==> config.mk <==
export PLATFORM = sky130hd
export DESIGN_NAME = circ_top
export DESIGN_NICKNAME = d
export VERILOG_FILES = /design/src/pkg/circ_pkg.sv /design/src/rtl/circ_sync.sv /design/src/rtl/circ_top.sv
export VERILOG_INCLUDE_DIRS = /design/src /design/src/pkg
export SDC_FILE = /design/constraint.sdc
export NUM_CORES = 1
export LEC_CHECK = 0
export ABC_CLOCK_PERIOD_IN_PS = 3750
export BUFFER_PORTS_ARGS = -buffer_cell sky130_fd_sc_hd__buf_2
export CAP_MARGIN = 20
export CORE_MARGIN = 2
export CORE_UTILIZATION = 40
export DETAILED_ROUTE_END_ITERATION = 10
export PLACE_DENSITY = 0.65
export SETUP_SLACK_MARGIN = 0.2
export SLEW_MARGIN = 20
export SYNTH_ARGS = -nofsm -noshare
export SYNTH_HDL_FRONTEND = slang
export SYNTH_SLANG_ARGS = --single-unit
==> constraint.sdc <==
create_clock -name clk_in -period 3.75 [get_ports clk_in]
set_clock_uncertainty 0.1 [all_clocks]
set_input_delay 0 -clock clk_in [delete_from_list [all_inputs] [get_ports clk_in]]
set_output_delay 0 -clock clk_in [all_outputs]
set_load 0.01 [all_outputs]
==> src/pkg/circ_defines.svh <==
// offsets, field positions, reset values and cycle counts of the interrupt/reset control
`ifndef CIRC_DEFINES_SVH
`define CIRC_DEFINES_SVH
`define CIRC_OFS_CMD 8'h00
`define CIRC_OFS_STATUS 8'h04
`define CIRC_OFS_CONTEXT 8'h08
`define CIRC_ST_MIE 0
`define CIRC_ST_XIE 1
`define CIRC_ST_CIE 2
`define CIRC_ST_CIL 3
`define CIRC_ST_EXT 4
`define CIRC_ST_BR 5
`define CIRC_ST_RUN 6
`define CIRC_ST_MODE 7
`define CIRC_ST_ETQ 9
`define CIRC_ST_Q 10
`define CIRC_CYCLE_CLKS 4'h8
`define CIRC_INIT_CLKS 4'h9
`define CIRC_TPA_PHASE 4'h1
`define CIRC_TPB_PHASE 4'h6
`define CIRC_IRQ_X 4'h2
`define CIRC_IRQ_P 4'h1
`define CIRC_SYNC_RST 3'h7
`endif

==> src/pkg/circ_pkg.sv <==
// types of the interrupt/reset control
package circ_pkg;
	typedef enum logic [5:0] {
		ST_RESET = 6'h01,
		ST_INIT = 6'h02,
		ST_FETCH = 6'h04,
		ST_EXEC = 6'h08,
		ST_DMA = 6'h10,
		ST_INTR = 6'h20
	} circ_state_e;
	typedef enum logic [3:0] {
		CMD_NONE = 4'h0,
		CMD_CIE_ON = 4'h1,
		CMD_CIE_OFF = 4'h2,
		CMD_XIE_ON = 4'h3,
		CMD_XIE_OFF = 4'h4,
		CMD_RESUME_ON = 4'h5,
		CMD_RESUME_OFF = 4'h6,
		CMD_BR_CNT = 4'h7,
		CMD_BR_EXT = 4'h8,
		CMD_LOAD_CNT = 4'h9,
		CMD_CNT_START = 4'ha,
		CMD_CNT_STOP = 4'hb,
		CMD_MODE_P1 = 4'hc,
		CMD_MODE_P2 = 4'hd,
		CMD_TOGGLE_ON = 4'he,
		CMD_MODE_TIMER = 4'hf
	} circ_cmd_e;
	typedef enum logic [1:0] {
		MODE_NONE = 2'h0,
		MODE_PULSE1 = 2'h1,
		MODE_PULSE2 = 2'h2,
		MODE_TIMER = 2'h3
	} circ_mode_e;
endpackage : circ_pkg

==> src/rtl/circ_sync.sv <==
// two-flop synchroniser for the external interrupt and mode pins
`timescale 1ns/1ns
`include "circ_defines.svh"
module circ_sync (
	// clock and reset
	input wire logic clk_in,
	input wire logic srst_in,
	// pins: interrupt_n, clear_n, wait_n
	input wire logic [2:0] async_in,
	output logic [2:0] sync_out
);
	logic [2:0] meta_reg;

	always_ff @(posedge clk_in) begin
		if (srst_in) begin
			meta_reg <= `CIRC_SYNC_RST;
			sync_out <= `CIRC_SYNC_RST;
		end else begin
			meta_reg <= async_in;
			sync_out <= meta_reg;
		end
	end
endmodule : circ_sync

==> src/rtl/circ_top.sv <==
// interrupt generation, arbitration, reset and initialization cycle control
//
// Summary of operation
// - external request unlatched; counter requests latched
// - counter underflow from 01 sets latch
// - pulse mode 1/2 flag edge sets latch
// - service needs source enable and master enable
// - reset leaves all three enables set
// - commands set/clear each enable flip-flop
// - branches test pending requests ignoring enables
// - latch cleared by branch, reset, stopped load
// - latch still set re-enters interrupt
// - clear/wait pins select reset, pause, run
// - reset forces documented pin levels
// - reset clears opcode, latch, counter controls
// - init cycle lasts nine clocks in execute
// - init sets master, saves and clears designators
// - init suppresses service and request sampling; next always fetch
// - reset leaves datapath registers untouched
// - acknowledge saves context, sets 2/1, masks
// - priority DMA-in, then DMA-out, then interrupt
// - requests sampled at second pulse
`timescale 1ns/1ns
`include "circ_defines.svh"
module circ_top
	import circ_pkg::*;
(
	// clock and reset
	input wire logic clk_in,
	input wire logic srst_in,
	// register port
	input wire logic [7:0] reg_addr_in,
	input wire logic [15:0] reg_wdata_in,
	input wire logic reg_wr_in,
	input wire logic reg_rd_in,
	output logic [15:0] reg_rdata_out,
	// external pins
	input wire logic ext_irq_n_in,
	input wire logic clear_n_in,
	input wire logic wait_n_in,
	input wire logic event_flag_one_in,
	input wire logic event_flag_two_in,
	input wire logic dma_in_req_in,
	input wire logic dma_out_req_in,
	// counter datapath
	input wire logic counter_underflow_in,
	output logic counter_run_out,
	output logic [1:0] counter_mode_out,
	// core pin values, forced during reset
	input wire logic [7:0] core_data_in,
	input wire logic [7:0] core_addr_in,
	input wire logic [2:0] core_io_sel_in,
	input wire logic core_mrd_n_in,
	input wire logic core_mwr_n_in,
	input wire logic [7:0] register_zero_hi_in,
	// pins out
	output logic q_flag_out,
	output logic state_code_low_out,
	output logic state_code_high_out,
	output logic first_timing_pulse_out,
	output logic second_timing_pulse_out,
	output logic [7:0] data_bus_out,
	output logic [7:0] address_lines_out,
	output logic [2:0] io_select_lines_out,
	output logic memory_read_level_n_out,
	output logic memory_write_strobe_n_out,
	// core control
	output logic clear_instr_out,
	output logic clear_register_zero_out,
	output logic branch_taken_out,
	output logic dma_in_cycle_out,
	output logic [3:0] data_ptr_sel_out,
	output logic [3:0] prog_ctr_sel_out,
	output logic [7:0] saved_context_out
);
	logic [2:0] pins_sync;
	logic ext_req, pin_rst, hold, rst_all;
	circ_state_e state_reg, state_next;
	logic [3:0] phase_reg;
	logic cycle_end, tpb_now, ack_now, init_now;
	logic master_irq_enable, external_irq_enable, counter_irq_enable;
	logic counter_irq_latch, toggle_flag_on_underflow;
	logic irq_seen_reg, dma_in_seen_reg, dma_out_seen_reg;
	logic ef1_reg, ef2_reg, cnt_set, wr_cmd;
	circ_cmd_e cmd;
	circ_mode_e mode_reg;

	function automatic logic [3:0] cycle_last(input circ_state_e st);
		cycle_last = (st == ST_INIT) ? `CIRC_INIT_CLKS - 4'h1 : `CIRC_CYCLE_CLKS - 4'h1;
	endfunction : cycle_last

	function automatic circ_state_e next_cycle(input circ_state_e st, input logic din,
		input logic dout, input logic irq);
		unique case (st)
			ST_FETCH: next_cycle = ST_EXEC;
			ST_INIT: next_cycle = (din | dout) ? ST_DMA : ST_FETCH;
			ST_EXEC, ST_DMA: next_cycle = (din | dout) ? ST_DMA : (irq ? ST_INTR : ST_FETCH);
			ST_INTR: next_cycle = (din | dout) ? ST_DMA : ST_FETCH;
			default: next_cycle = ST_INIT;
		endcase
	endfunction : next_cycle

	circ_sync u_sync (
		.clk_in(clk_in),
		.srst_in(srst_in),
		.async_in({ext_irq_n_in, clear_n_in, wait_n_in}),
		.sync_out(pins_sync)
	);

	// level only, never stored: the far end holds it until polled
	assign ext_req = ~pins_sync[2];
	assign pin_rst = ~pins_sync[1] & pins_sync[0];
	// both-low is not allowed; treated like pause so nothing advances
	assign hold = ~pins_sync[0];
	assign rst_all = srst_in | pin_rst;
	assign cycle_end = (phase_reg == cycle_last(state_reg)) && !hold;
	assign tpb_now = (phase_reg == `CIRC_TPB_PHASE) && !hold;
	assign ack_now = (state_reg == ST_INTR) && (phase_reg == 4'h0) && !hold;
	assign init_now = (state_reg == ST_INIT) && (phase_reg == 4'h0) && !hold;
	assign wr_cmd = reg_wr_in && (reg_addr_in == `CIRC_OFS_CMD);
	assign cmd = wr_cmd ? circ_cmd_e'(reg_wdata_in[3:0]) : CMD_NONE;
	assign state_next = next_cycle(state_reg, dma_in_seen_reg, dma_out_seen_reg, irq_seen_reg);

	// machine cycle sequencer
	always_ff @(posedge clk_in) begin
		if (rst_all) begin
			state_reg <= ST_RESET;
			phase_reg <= 4'h0;
		end else if (state_reg == ST_RESET) begin
			state_reg <= ST_INIT;
			phase_reg <= 4'h0;
		end else if (cycle_end) begin
			state_reg <= state_next;
			phase_reg <= 4'h0;
		end else if (!hold) begin
			phase_reg <= phase_reg + 4'h1;
		end
	end

	// request sampling at the second timing pulse
	always_ff @(posedge clk_in) begin
		if (rst_all || cycle_end) begin
			irq_seen_reg <= 1'b0;
			dma_in_seen_reg <= 1'b0;
			dma_out_seen_reg <= 1'b0;
		end else if (tpb_now && (state_reg != ST_INIT)) begin
			if (state_reg == ST_EXEC || state_reg == ST_DMA) begin
				irq_seen_reg <= master_irq_enable &&
					((ext_req && external_irq_enable) || (counter_irq_latch && counter_irq_enable));
			end
			if (state_reg != ST_FETCH) begin
				dma_in_seen_reg <= dma_in_req_in;
				dma_out_seen_reg <= dma_out_req_in;
			end
		end
	end

	// enable flip-flops; acknowledge outranks a software write in the same clock
	always_ff @(posedge clk_in) begin
		if (rst_all) begin
			master_irq_enable <= 1'b1;
			external_irq_enable <= 1'b1;
			counter_irq_enable <= 1'b1;
		end else begin
			if (ack_now) begin
				master_irq_enable <= 1'b0;
			end else if (init_now) begin
				master_irq_enable <= 1'b1;
			end else if (cmd == CMD_RESUME_ON) begin
				master_irq_enable <= 1'b1;
			end else if (cmd == CMD_RESUME_OFF) begin
				master_irq_enable <= 1'b0;
			end
			if (cmd == CMD_XIE_ON) begin
				external_irq_enable <= 1'b1;
			end else if (cmd == CMD_XIE_OFF) begin
				external_irq_enable <= 1'b0;
			end
			if (cmd == CMD_CIE_ON) begin
				counter_irq_enable <= 1'b1;
			end else if (cmd == CMD_CIE_OFF) begin
				counter_irq_enable <= 1'b0;
			end
		end
	end

	// counter request latch; a new event beats any software clear in the same clock
	always_ff @(posedge clk_in) begin
		if (rst_all) begin
			ef1_reg <= 1'b0;
			ef2_reg <= 1'b0;
		end else begin
			ef1_reg <= event_flag_one_in;
			ef2_reg <= event_flag_two_in;
		end
	end
	assign cnt_set = counter_run_out && (counter_underflow_in ||
		(mode_reg == MODE_PULSE1 && ef1_reg && !event_flag_one_in) ||
		(mode_reg == MODE_PULSE2 && ef2_reg && !event_flag_two_in));

	always_ff @(posedge clk_in) begin
		if (rst_all) begin
			counter_irq_latch <= 1'b0;
		end else if (cnt_set) begin
			counter_irq_latch <= 1'b1;
		end else if ((cmd == CMD_BR_CNT) || (cmd == CMD_LOAD_CNT && !counter_run_out)) begin
			counter_irq_latch <= 1'b0;
		end
	end

	// counter controls; the count value itself lives outside and is never touched
	always_ff @(posedge clk_in) begin
		if (rst_all) begin
			counter_run_out <= 1'b0;
			mode_reg <= MODE_NONE;
			toggle_flag_on_underflow <= 1'b0;
		end else begin
			if (cmd == CMD_CNT_START) begin
				counter_run_out <= 1'b1;
			end else if (cmd == CMD_CNT_STOP) begin
				counter_run_out <= 1'b0;
			end
			if (cmd == CMD_MODE_P1) begin
				mode_reg <= MODE_PULSE1;
			end else if (cmd == CMD_MODE_P2) begin
				mode_reg <= MODE_PULSE2;
			end else if (cmd == CMD_MODE_TIMER) begin
				mode_reg <= MODE_TIMER;
			end
			if (cmd == CMD_TOGGLE_ON) begin
				toggle_flag_on_underflow <= 1'b1;
			end else if ((cmd == CMD_BR_CNT && counter_irq_latch) ||
				(cmd == CMD_LOAD_CNT && !counter_run_out)) begin
				toggle_flag_on_underflow <= 1'b0;
			end
		end
	end
	assign counter_mode_out = mode_reg;

	// branch result: pending requests only, enables ignored
	always_ff @(posedge clk_in) begin
		if (rst_all) begin
			branch_taken_out <= 1'b0;
		end else begin
			branch_taken_out <= ((cmd == CMD_BR_CNT) && counter_irq_latch) ||
				((cmd == CMD_BR_EXT) && ext_req);
		end
	end

	// designators and saved context: no reset, old values survive until init
	logic [3:0] x_reg, p_reg;
	logic [7:0] t_reg;
	always_ff @(posedge clk_in) begin
		if (!rst_all && (init_now || ack_now)) begin
			t_reg <= {x_reg, p_reg};
			x_reg <= init_now ? 4'h0 : `CIRC_IRQ_X;
			p_reg <= init_now ? 4'h0 : `CIRC_IRQ_P;
		end else if (!rst_all && reg_wr_in && (reg_addr_in == `CIRC_OFS_CONTEXT)) begin
			x_reg <= reg_wdata_in[7:4];
			p_reg <= reg_wdata_in[3:0];
		end
	end
	assign data_ptr_sel_out = x_reg;
	assign prog_ctr_sel_out = p_reg;
	assign saved_context_out = t_reg;

	// pin stage: core values pass one clock late, forced while reset holds
	always_ff @(posedge clk_in) begin
		if (rst_all) begin
			q_flag_out <= 1'b0;
			state_code_high_out <= 1'b0;
			state_code_low_out <= 1'b1;
			first_timing_pulse_out <= 1'b0;
			second_timing_pulse_out <= 1'b0;
			data_bus_out <= 8'h00;
			address_lines_out <= register_zero_hi_in;
			io_select_lines_out <= 3'h0;
			memory_read_level_n_out <= 1'b1;
			memory_write_strobe_n_out <= 1'b1;
			clear_instr_out <= 1'b1;
		end else begin
			if (toggle_flag_on_underflow && counter_underflow_in) begin
				q_flag_out <= ~q_flag_out;
			end
			state_code_high_out <= (state_reg == ST_DMA) || (state_reg == ST_INTR);
			state_code_low_out <= (state_reg == ST_EXEC) || (state_reg == ST_INIT) ||
				(state_reg == ST_INTR) || (state_reg == ST_RESET);
			first_timing_pulse_out <= (phase_reg == `CIRC_TPA_PHASE) && (state_reg != ST_RESET);
			second_timing_pulse_out <= (phase_reg == `CIRC_TPB_PHASE) && (state_reg != ST_RESET);
			data_bus_out <= core_data_in;
			address_lines_out <= core_addr_in;
			io_select_lines_out <= core_io_sel_in;
			memory_read_level_n_out <= core_mrd_n_in;
			memory_write_strobe_n_out <= core_mwr_n_in;
			clear_instr_out <= 1'b0;
		end
	end

	always_ff @(posedge clk_in) begin
		if (rst_all) begin
			clear_register_zero_out <= 1'b0;
			dma_in_cycle_out <= 1'b0;
		end else begin
			clear_register_zero_out <= init_now;
			dma_in_cycle_out <= cycle_end && (state_next == ST_DMA) ? dma_in_seen_reg :
				(cycle_end ? 1'b0 : dma_in_cycle_out);
		end
	end

	// register reads answer one clock later, zero otherwise
	always_ff @(posedge clk_in) begin
		if (srst_in || !reg_rd_in) begin
			reg_rdata_out <= 16'h0000;
		end else if (reg_addr_in == `CIRC_OFS_STATUS) begin
			reg_rdata_out <= 16'h0000;
			reg_rdata_out[`CIRC_ST_MIE] <= master_irq_enable;
			reg_rdata_out[`CIRC_ST_XIE] <= external_irq_enable;
			reg_rdata_out[`CIRC_ST_CIE] <= counter_irq_enable;
			reg_rdata_out[`CIRC_ST_CIL] <= counter_irq_latch;
			reg_rdata_out[`CIRC_ST_EXT] <= ext_req;
			reg_rdata_out[`CIRC_ST_BR] <= branch_taken_out;
			reg_rdata_out[`CIRC_ST_RUN] <= counter_run_out;
			reg_rdata_out[`CIRC_ST_MODE +: 2] <= mode_reg;
			reg_rdata_out[`CIRC_ST_ETQ] <= toggle_flag_on_underflow;
			reg_rdata_out[`CIRC_ST_Q] <= q_flag_out;
		end else if (reg_addr_in == `CIRC_OFS_CONTEXT) begin
			reg_rdata_out <= {t_reg, x_reg, p_reg};
		end else begin
			reg_rdata_out <= 16'h0000;
		end
	end

	logic in_init;
	assign in_init = (state_reg == ST_INIT);

	// init clocks counted here so the length check needs no long repetition
	logic [3:0] init_len_reg;
	always_ff @(posedge clk_in) begin
		if (rst_all || !in_init) begin
			init_len_reg <= 4'h0;
		end else if (!hold) begin
			init_len_reg <= init_len_reg + 4'h1;
		end
	end
endmodule : circ_top

==> metrics, run 1 <==
cell chain of the critical path=nor2b_1 > nor2_2 > buf_4 > inv_1 > buf_4 > o31ai_1 > dlygate4sd3_1; Slowest cell on crit path=dlygate4sd3_1; number of remaining DRC errors=0; Crit path top cell by count=buf_4; Die W=98.8 um; antenna violations before repair=0; starting density of the core=0.413; die area=9770 sq um; Worst Path Class, Setup=reg -> reg; Die Height=98.8 um; sequential power share=0.528; Synth Instances=343; Yosys cell types=60; unrepaired setup endpoints after global routing=false; DR vias=3165; Top reg by flops=reg_rdata_out; CTS Sinks=91; max reg flops=16; CP Data Arrival Time=2.70 ns; area delta synth->final=39.4%; largest net degree at the start of global routing=19; headroom to the max-slew limit=0.340; HPWL after DPL=6.26 mm; Pwr Density=395 nW/um^2; fin crit period=2.56 ns; TritonCTS buffer count=9; GP Congestion=0.856; switching pwr=0.000508 W; Worst setup EP type=flop; clock tree buffer depth=2; Final Core Density=0.575; Syn Area/Cell=10.5 sq um; total power=0.00198 W; Antenna Cells=0; fmax=0.391 GHz; core area=8720 sq um; PortBufs=121; DRT Wirelength=9.20 mm; Post-synth EDFFs=16; grt ovf=0; worst min-delay path class=in -> reg; CP peak stage delay=0.57 ns; worst reg2reg path depth=7; Hold Fails Final Rpt=0; Leakage=2.21 nW; worst vdd ir=0.000253 V; top_reg_cell synth=dfxtp_1; share of layout cells above drive strength 1=0.320; combinational share of power=0.117; DRT iter0 DRCs=144; Cell Area, Placed=4260 sq um; Final ANT Viol Nets=0; First-pass DRT Iterations=6; CTS tree=yes; Slew Viols, Final=0; Final Cell Area=5020 sq um; sum of negative setup slack=0 ns; post-synthesis sequential area ratio=0.551; Reg clk slew, reported paths=0.10 ns; critical path's top delay family=buffers and inverters; CP required=3.89 ns; Rows=34; Mapped Area=3600 sq um; Post-CTS Hold Buffers=54; total track usage=0.185; Final nets=579; Internal Power=0.00147 W; Clock power frac=0.355; Hold Crit Depth=3; outcome=completed; later-pin clock latency in the skew report=0.35 ns; vias in the first global route=3007; most frequent cells in the layout=buf_2, dfxtp_1, dlygate4sd3_1, nand2_1, edfxtp_1; Final Cycle Share=0.682; post-CTS setup buffers=0; worst-path fanout max=18; number of max-cap violations=0; hold_sp=reg_addr_in[2]; wire per inst=14.8 um; io pins=130; Bufs and invs on worst path=4; Critical Path Start=u_sync.sync_out[0]$_SDFF_PP1_; commonest non-fill, non-tap cell in the layout=buf_2; async set or reset register ratio after synthesis=0; Slew @ Worst Pin=0.984 ns; endpoints failing setup=0; Resize count post-CTS=0; Filler Cell Count=756; Switching Fraction=0.256; FF-to-FF Start=u_sync.sync_out[0]$_SDFF_PP1_; Ys Warns=0; root buf cell=clkbuf_8; Synthesized Nets=412; Via density=5.08; number of synthesized register bits=91; Worst path depth=7; first-pass GRT wire length=14.7 mm; CP Launch Type=flop; CTS H-tree depth=3
## final timing paths
check	end	slack (ns)
worst max-delay path	counter_mode_out[1]$_SDFFE_PP0P_	1.19
worst min-delay path	reg_rdata_out[14]$_SDFF_PP0_	0.04
worst max register to register	counter_mode_out[1]$_SDFFE_PP0P_	1.19
worst min register to register	u_sync.sync_out[1]$_SDFF_PP1_	0.32
## cells by family (layout without fill, tap and decap cells)
kind of cell,count (synthesis),in the layout,share of synthesized area
buffers and inverters,34,206,0.0445
flip-flops,91,91,0.551
multiplexers,4,4,0.0139
AO/OA/AOI/OAI,59,59,0.123
XOR/XNOR,9,9,0.0219
adder cells (fa/ha/maj),4,4,0.0139
AND/OR/NAND/NOR,142,142,0.232
## synthesized netlist by cell type, types with 6 or more instances
library cell / instances / area share
dfxtp_1: 75 / 0.42
nand2_1: 35 / 0.037
edfxtp_1: 16 / 0.13
and3_1: 13 / 0.023
inv_1: 12 / 0.013
a22o_1: 11 / 0.027
clkbuf_1: 11 / 0.011
nor3_1: 11 / 0.015
nor2_1: 10 / 0.010
a21oi_1: 9 / 0.013
nand3_1: 9 / 0.013
buf_2: 8 / 0.011
o31ai_1: 8 / 0.017
nand4_1: 7 / 0.012
nor2b_1: 7 / 0.012
or2_2: 7 / 0.012
and2_1: 6 / 0.010
and2_2: 6 / 0.013
o21ai_0: 6 / 0.0083
## through the flow
step / setup slack [ns] / hold slack [ns] / std cells
final: 1.19 / 0.0399 / 623
after global routing: 0.952 / 0.0480 / 623
after CTS: 1.12 / 0.0211 / 623
after detailed placement: 1.15 / 0.0853 / 553
after global placement: 1.12 / 0.0841 / 553
after floorplan: 1.34 / -0.00105 / 343
## worst min-delay path, delay by kind of cell
family,cells,cell delay (ns)
buffers and inverters,1,0.12
AND/OR/NAND/NOR,2,0.33
## metal layers
| layer | GRT usage | share of wire | routed length [um] | vias to the layer above |
|---|---|---|---|---|
| met3 | 0.0355 | 0.067 | 618 | 10 |
| met1 | 0.244 | 0.44 | 4080 | 1477 |
| li1 | - | - | - | 1568 |
| met4 | 0.0590 | 0.012 | 108 | 0 |
| met2 | 0.307 | 0.48 | 4400 | 110 |
| met5 | 0 | 0 | 0 | - |
## layout make-up
| cell class | instances | area [sq um] | share of cell area |
|---|---|---|---|
| Sequential cell | 91 | 1980 | 0.395 |
| Clock buffer | 9 | 124 | 0.0247 |
| Timing Repair Buffer | 178 | 1170 | 0.233 |
| Inverter | 12 | 45.0 | 0.00898 |
| Tap cell | 108 | 135 | 0.0269 |
| Clock inverter | 7 | 92.6 | 0.0185 |
| Multi-Input combinational cell | 218 | 1470 | 0.293 |
## power groups by stage
stage	registers, W	logic [W]	clock network [W]
global placement	0.00107	0.000181	0
CTS	0.00105	0.000231	0.000726
floorplan	0.00107	0.000108	0
global route	0.00105	0.000256	0.000761
finish	0.00105	0.000231	0.000704
detailed placement	0.00107	0.000186	0
Power figures use the tool's default switching activity.
==> run 2, diff against run 1 <==
--- a/config.mk
+++ b/config.mk
@@ -6,13 +6,13 @@
 export SDC_FILE = /design/constraint.sdc
 export NUM_CORES = 1
 export LEC_CHECK = 0
-export ABC_CLOCK_PERIOD_IN_PS = 3750
+export ABC_CLOCK_PERIOD_IN_PS = 2070
 export BUFFER_PORTS_ARGS = -buffer_cell sky130_fd_sc_hd__buf_2
 export CAP_MARGIN = 20
 export CORE_MARGIN = 2
 export CORE_UTILIZATION = 40
 export DETAILED_ROUTE_END_ITERATION = 10
-export PLACE_DENSITY = 0.65
+export PLACE_DENSITY = 0.67
 export SETUP_SLACK_MARGIN = 0.2
 export SLEW_MARGIN = 20
 export SYNTH_ARGS = -nofsm -noshare
==> constraint.sdc (replaced) <==
create_clock -name clk_in -period 2.07 [get_ports clk_in]
set_clock_uncertainty 0.1 [all_clocks]
set_input_delay 0 -clock clk_in [delete_from_list [all_inputs] [get_ports clk_in]]
set_output_delay 0 -clock clk_in [all_outputs]
set_load 0.01 [all_outputs]
==> metrics, run 2 (synthesized netlist as in run 1, its figures left out) <==
Critical Path Start=state_reg[0]$_SDFFE_PN1P_; Final ANT Viol Nets=0; core area=8720 sq um; CTS H-tree depth=3; worst-path fanout max=7; fin crit period=1.90 ns; GR Util met1=0.239; number of max-cap violations=0; CTS Sinks=91; worst reg2reg path depth=4; Final nets=614; most frequent cells in the layout=buf_2, dfxtp_1, dlygate4sd3_1, nand2_1, buf_4; starting density of the core=0.413; Filler Cell Count=748; register area=2000 sq um; hold_sp=reg_wr_in; Slew @ Worst Pin=0.592 ns; endpoints failing setup=0; Hold Crit Depth=3; final hold slack=0.0385 ns; io pins=130; vias in the first global route=3232; CP Launch Type=flop; RR Endpoint=prog_ctr_sel_out[0]$_DFFE_PP_; Die W=98.8 um; CTS tree=yes; HPWL after DPL=6.46 mm; Reg clk slew, reported paths=0.10 ns; TritonCTS buffer count=9; Die Height=98.8 um; grt met2 use=0.339; First-pass DRT Iterations=5; unrepaired setup endpoints after global routing=true; commonest non-fill, non-tap cell in the layout=buf_2; FF-to-FF Start=state_reg[0]$_SDFFE_PN1P_; DRT iter0 DRCs=179; CP peak stage delay=0.44 ns; Final Cell Area=5390 sq um; Rows=34; cell chain of the critical path=nor4_4 > nand2b_2 > or3_4 > mux2_4; fmax=0.525 GHz; Placed Cells=579; total track usage=0.196; Slew Viols, Final=0; DRT Wirelength=9.90 mm; Hold Fails Final Rpt=0; clock tree buffer depth=2; busiest grt layer=met2; grt ovf=0; CP Data Arrival Time=1.93 ns; worst min-delay path class=in -> reg; critical path's top delay family=simple AND/OR/NAND/NOR gates; Worst setup EP type=flop; outcome=completed; R2R setup slack=0.17 ns; PortBufs=121; Worst Path Class, Setup=reg -> reg; Antenna Cells=0; area delta synth->final=49.8%; Final Cycle Share=0.920; Multi-input gate area=1560 sq um; Hold Path End=branch_taken_out$_SDFF_PN0_; GR Layer Usage met3=0.0404; CP required=2.09 ns; headroom to the max-slew limit=0.604; Top reg by flops=reg_rdata_out; Via density=5.17; later-pin clock latency in the skew report=0.36 ns; die area=9770 sq um; worst vdd ir=0.000408 V; first-pass GRT wire length=15.4 mm; Cell Area, Placed=4470 sq um; share of layout cells above drive strength 1=0.398; sum of negative setup slack=0 ns; max reg flops=16; number of remaining DRC errors=0; Slowest cell on crit path=or3_4; antenna violations before repair=0; root buf cell=clkbuf_8; Leakage=2.40 nW; Bufs and invs on worst path=0; GP Congestion=0.876; Pwr Density=669 nW/um^2; Final Non-Filler Cells=658; DR vias=3404; wire per inst=15.0 um; largest net degree at the start of global routing=20
==> run 2: changes by cell type in the layout (fill, tap and decap cells not counted), sizes merged <==
cell	before	now
buf	124	157
bufinv	1	0
clkbuf	9	10
clkinv	2	1
clkinvlp	0	2
or3	3	4
==> run 2: layout make-up <==
| type | instances | share of cell area |
|---|---|---|
| Multi-Input combinational cell | 219 | 0.290 |
| Timing Repair Buffer | 212 | 0.270 |
| Sequential cell | 91 | 0.371 |
| Tap cell | 108 | 0.0251 |
| Clock buffer | 9 | 0.0230 |
| Inverter | 12 | 0.00835 |
| Clock inverter | 7 | 0.0128 |
==> run 2: worst max path at each step <==
stage	cells past startpoint	slack, ns	to
floorplan	6	-0.02	data_ptr_sel_out[1]$_DFFE_PP_
global placement	6	0.01	prog_ctr_sel_out[0]$_DFFE_PP_
detailed placement	6	-0.06	data_ptr_sel_out[2]$_SDFFCE_PP0P_
CTS	4	0.15	prog_ctr_sel_out[0]$_DFFE_PP_
global route	5	0.11	dma_in_cycle_out$_SDFFE_PN0P_
finish	4	0.17	prog_ctr_sel_out[0]$_DFFE_PP_
==> run 2: stage by stage <==
| step | power [W] | utilization | setup slack (ns) |
|---|---|---|---|
| final | 0.00360 | 0.618 | 0.166 |
| after global placement | 0.00232 | 0.512 | 0.0143 |
| after global routing | 0.00376 | 0.618 | 0.106 |
| after detailed placement | 0.00233 | 0.512 | -0.0571 |
| after CTS | 0.00358 | 0.604 | 0.155 |
| after floorplan | 0.00214 | - | -0.0225 |
==> run 2: worst reg2reg max path: cells and delay by family, from the launching register on <==
family	cells	cell delay [ns]
flops	1	0.38
mux	1	0.31
simple gates	3	0.88
==> run 2: report_power, final <==
part           switching (W)  leakage (nW)  internal, W  total [W]
registers          0.0000301         0.761      0.00186    0.00189
clock network       0.000700        0.0915     0.000468    0.00117
logic               0.000244          1.55     0.000304   0.000548
==> run 2: metal layers <==
| layer | vias up | wire length (um) |
|---|---|---|
| met2 | 150 | 4950 |
| met3 | 15 | 695 |
| met5 | - | 0 |
| met1 | 1588 | 4110 |
| met4 | 0 | 147 |
| li1 | 1651 | - |
==> run 2: what timing repair did <==
item	4_1_cts	5_1_grt
hold buffers	54	0
setup buffers	2	5
hold endpoints to repair	48	0
endpoints found under the setup margin	32	40
pin swaps	4	3
cloned	1	1
resized for setup	13	17
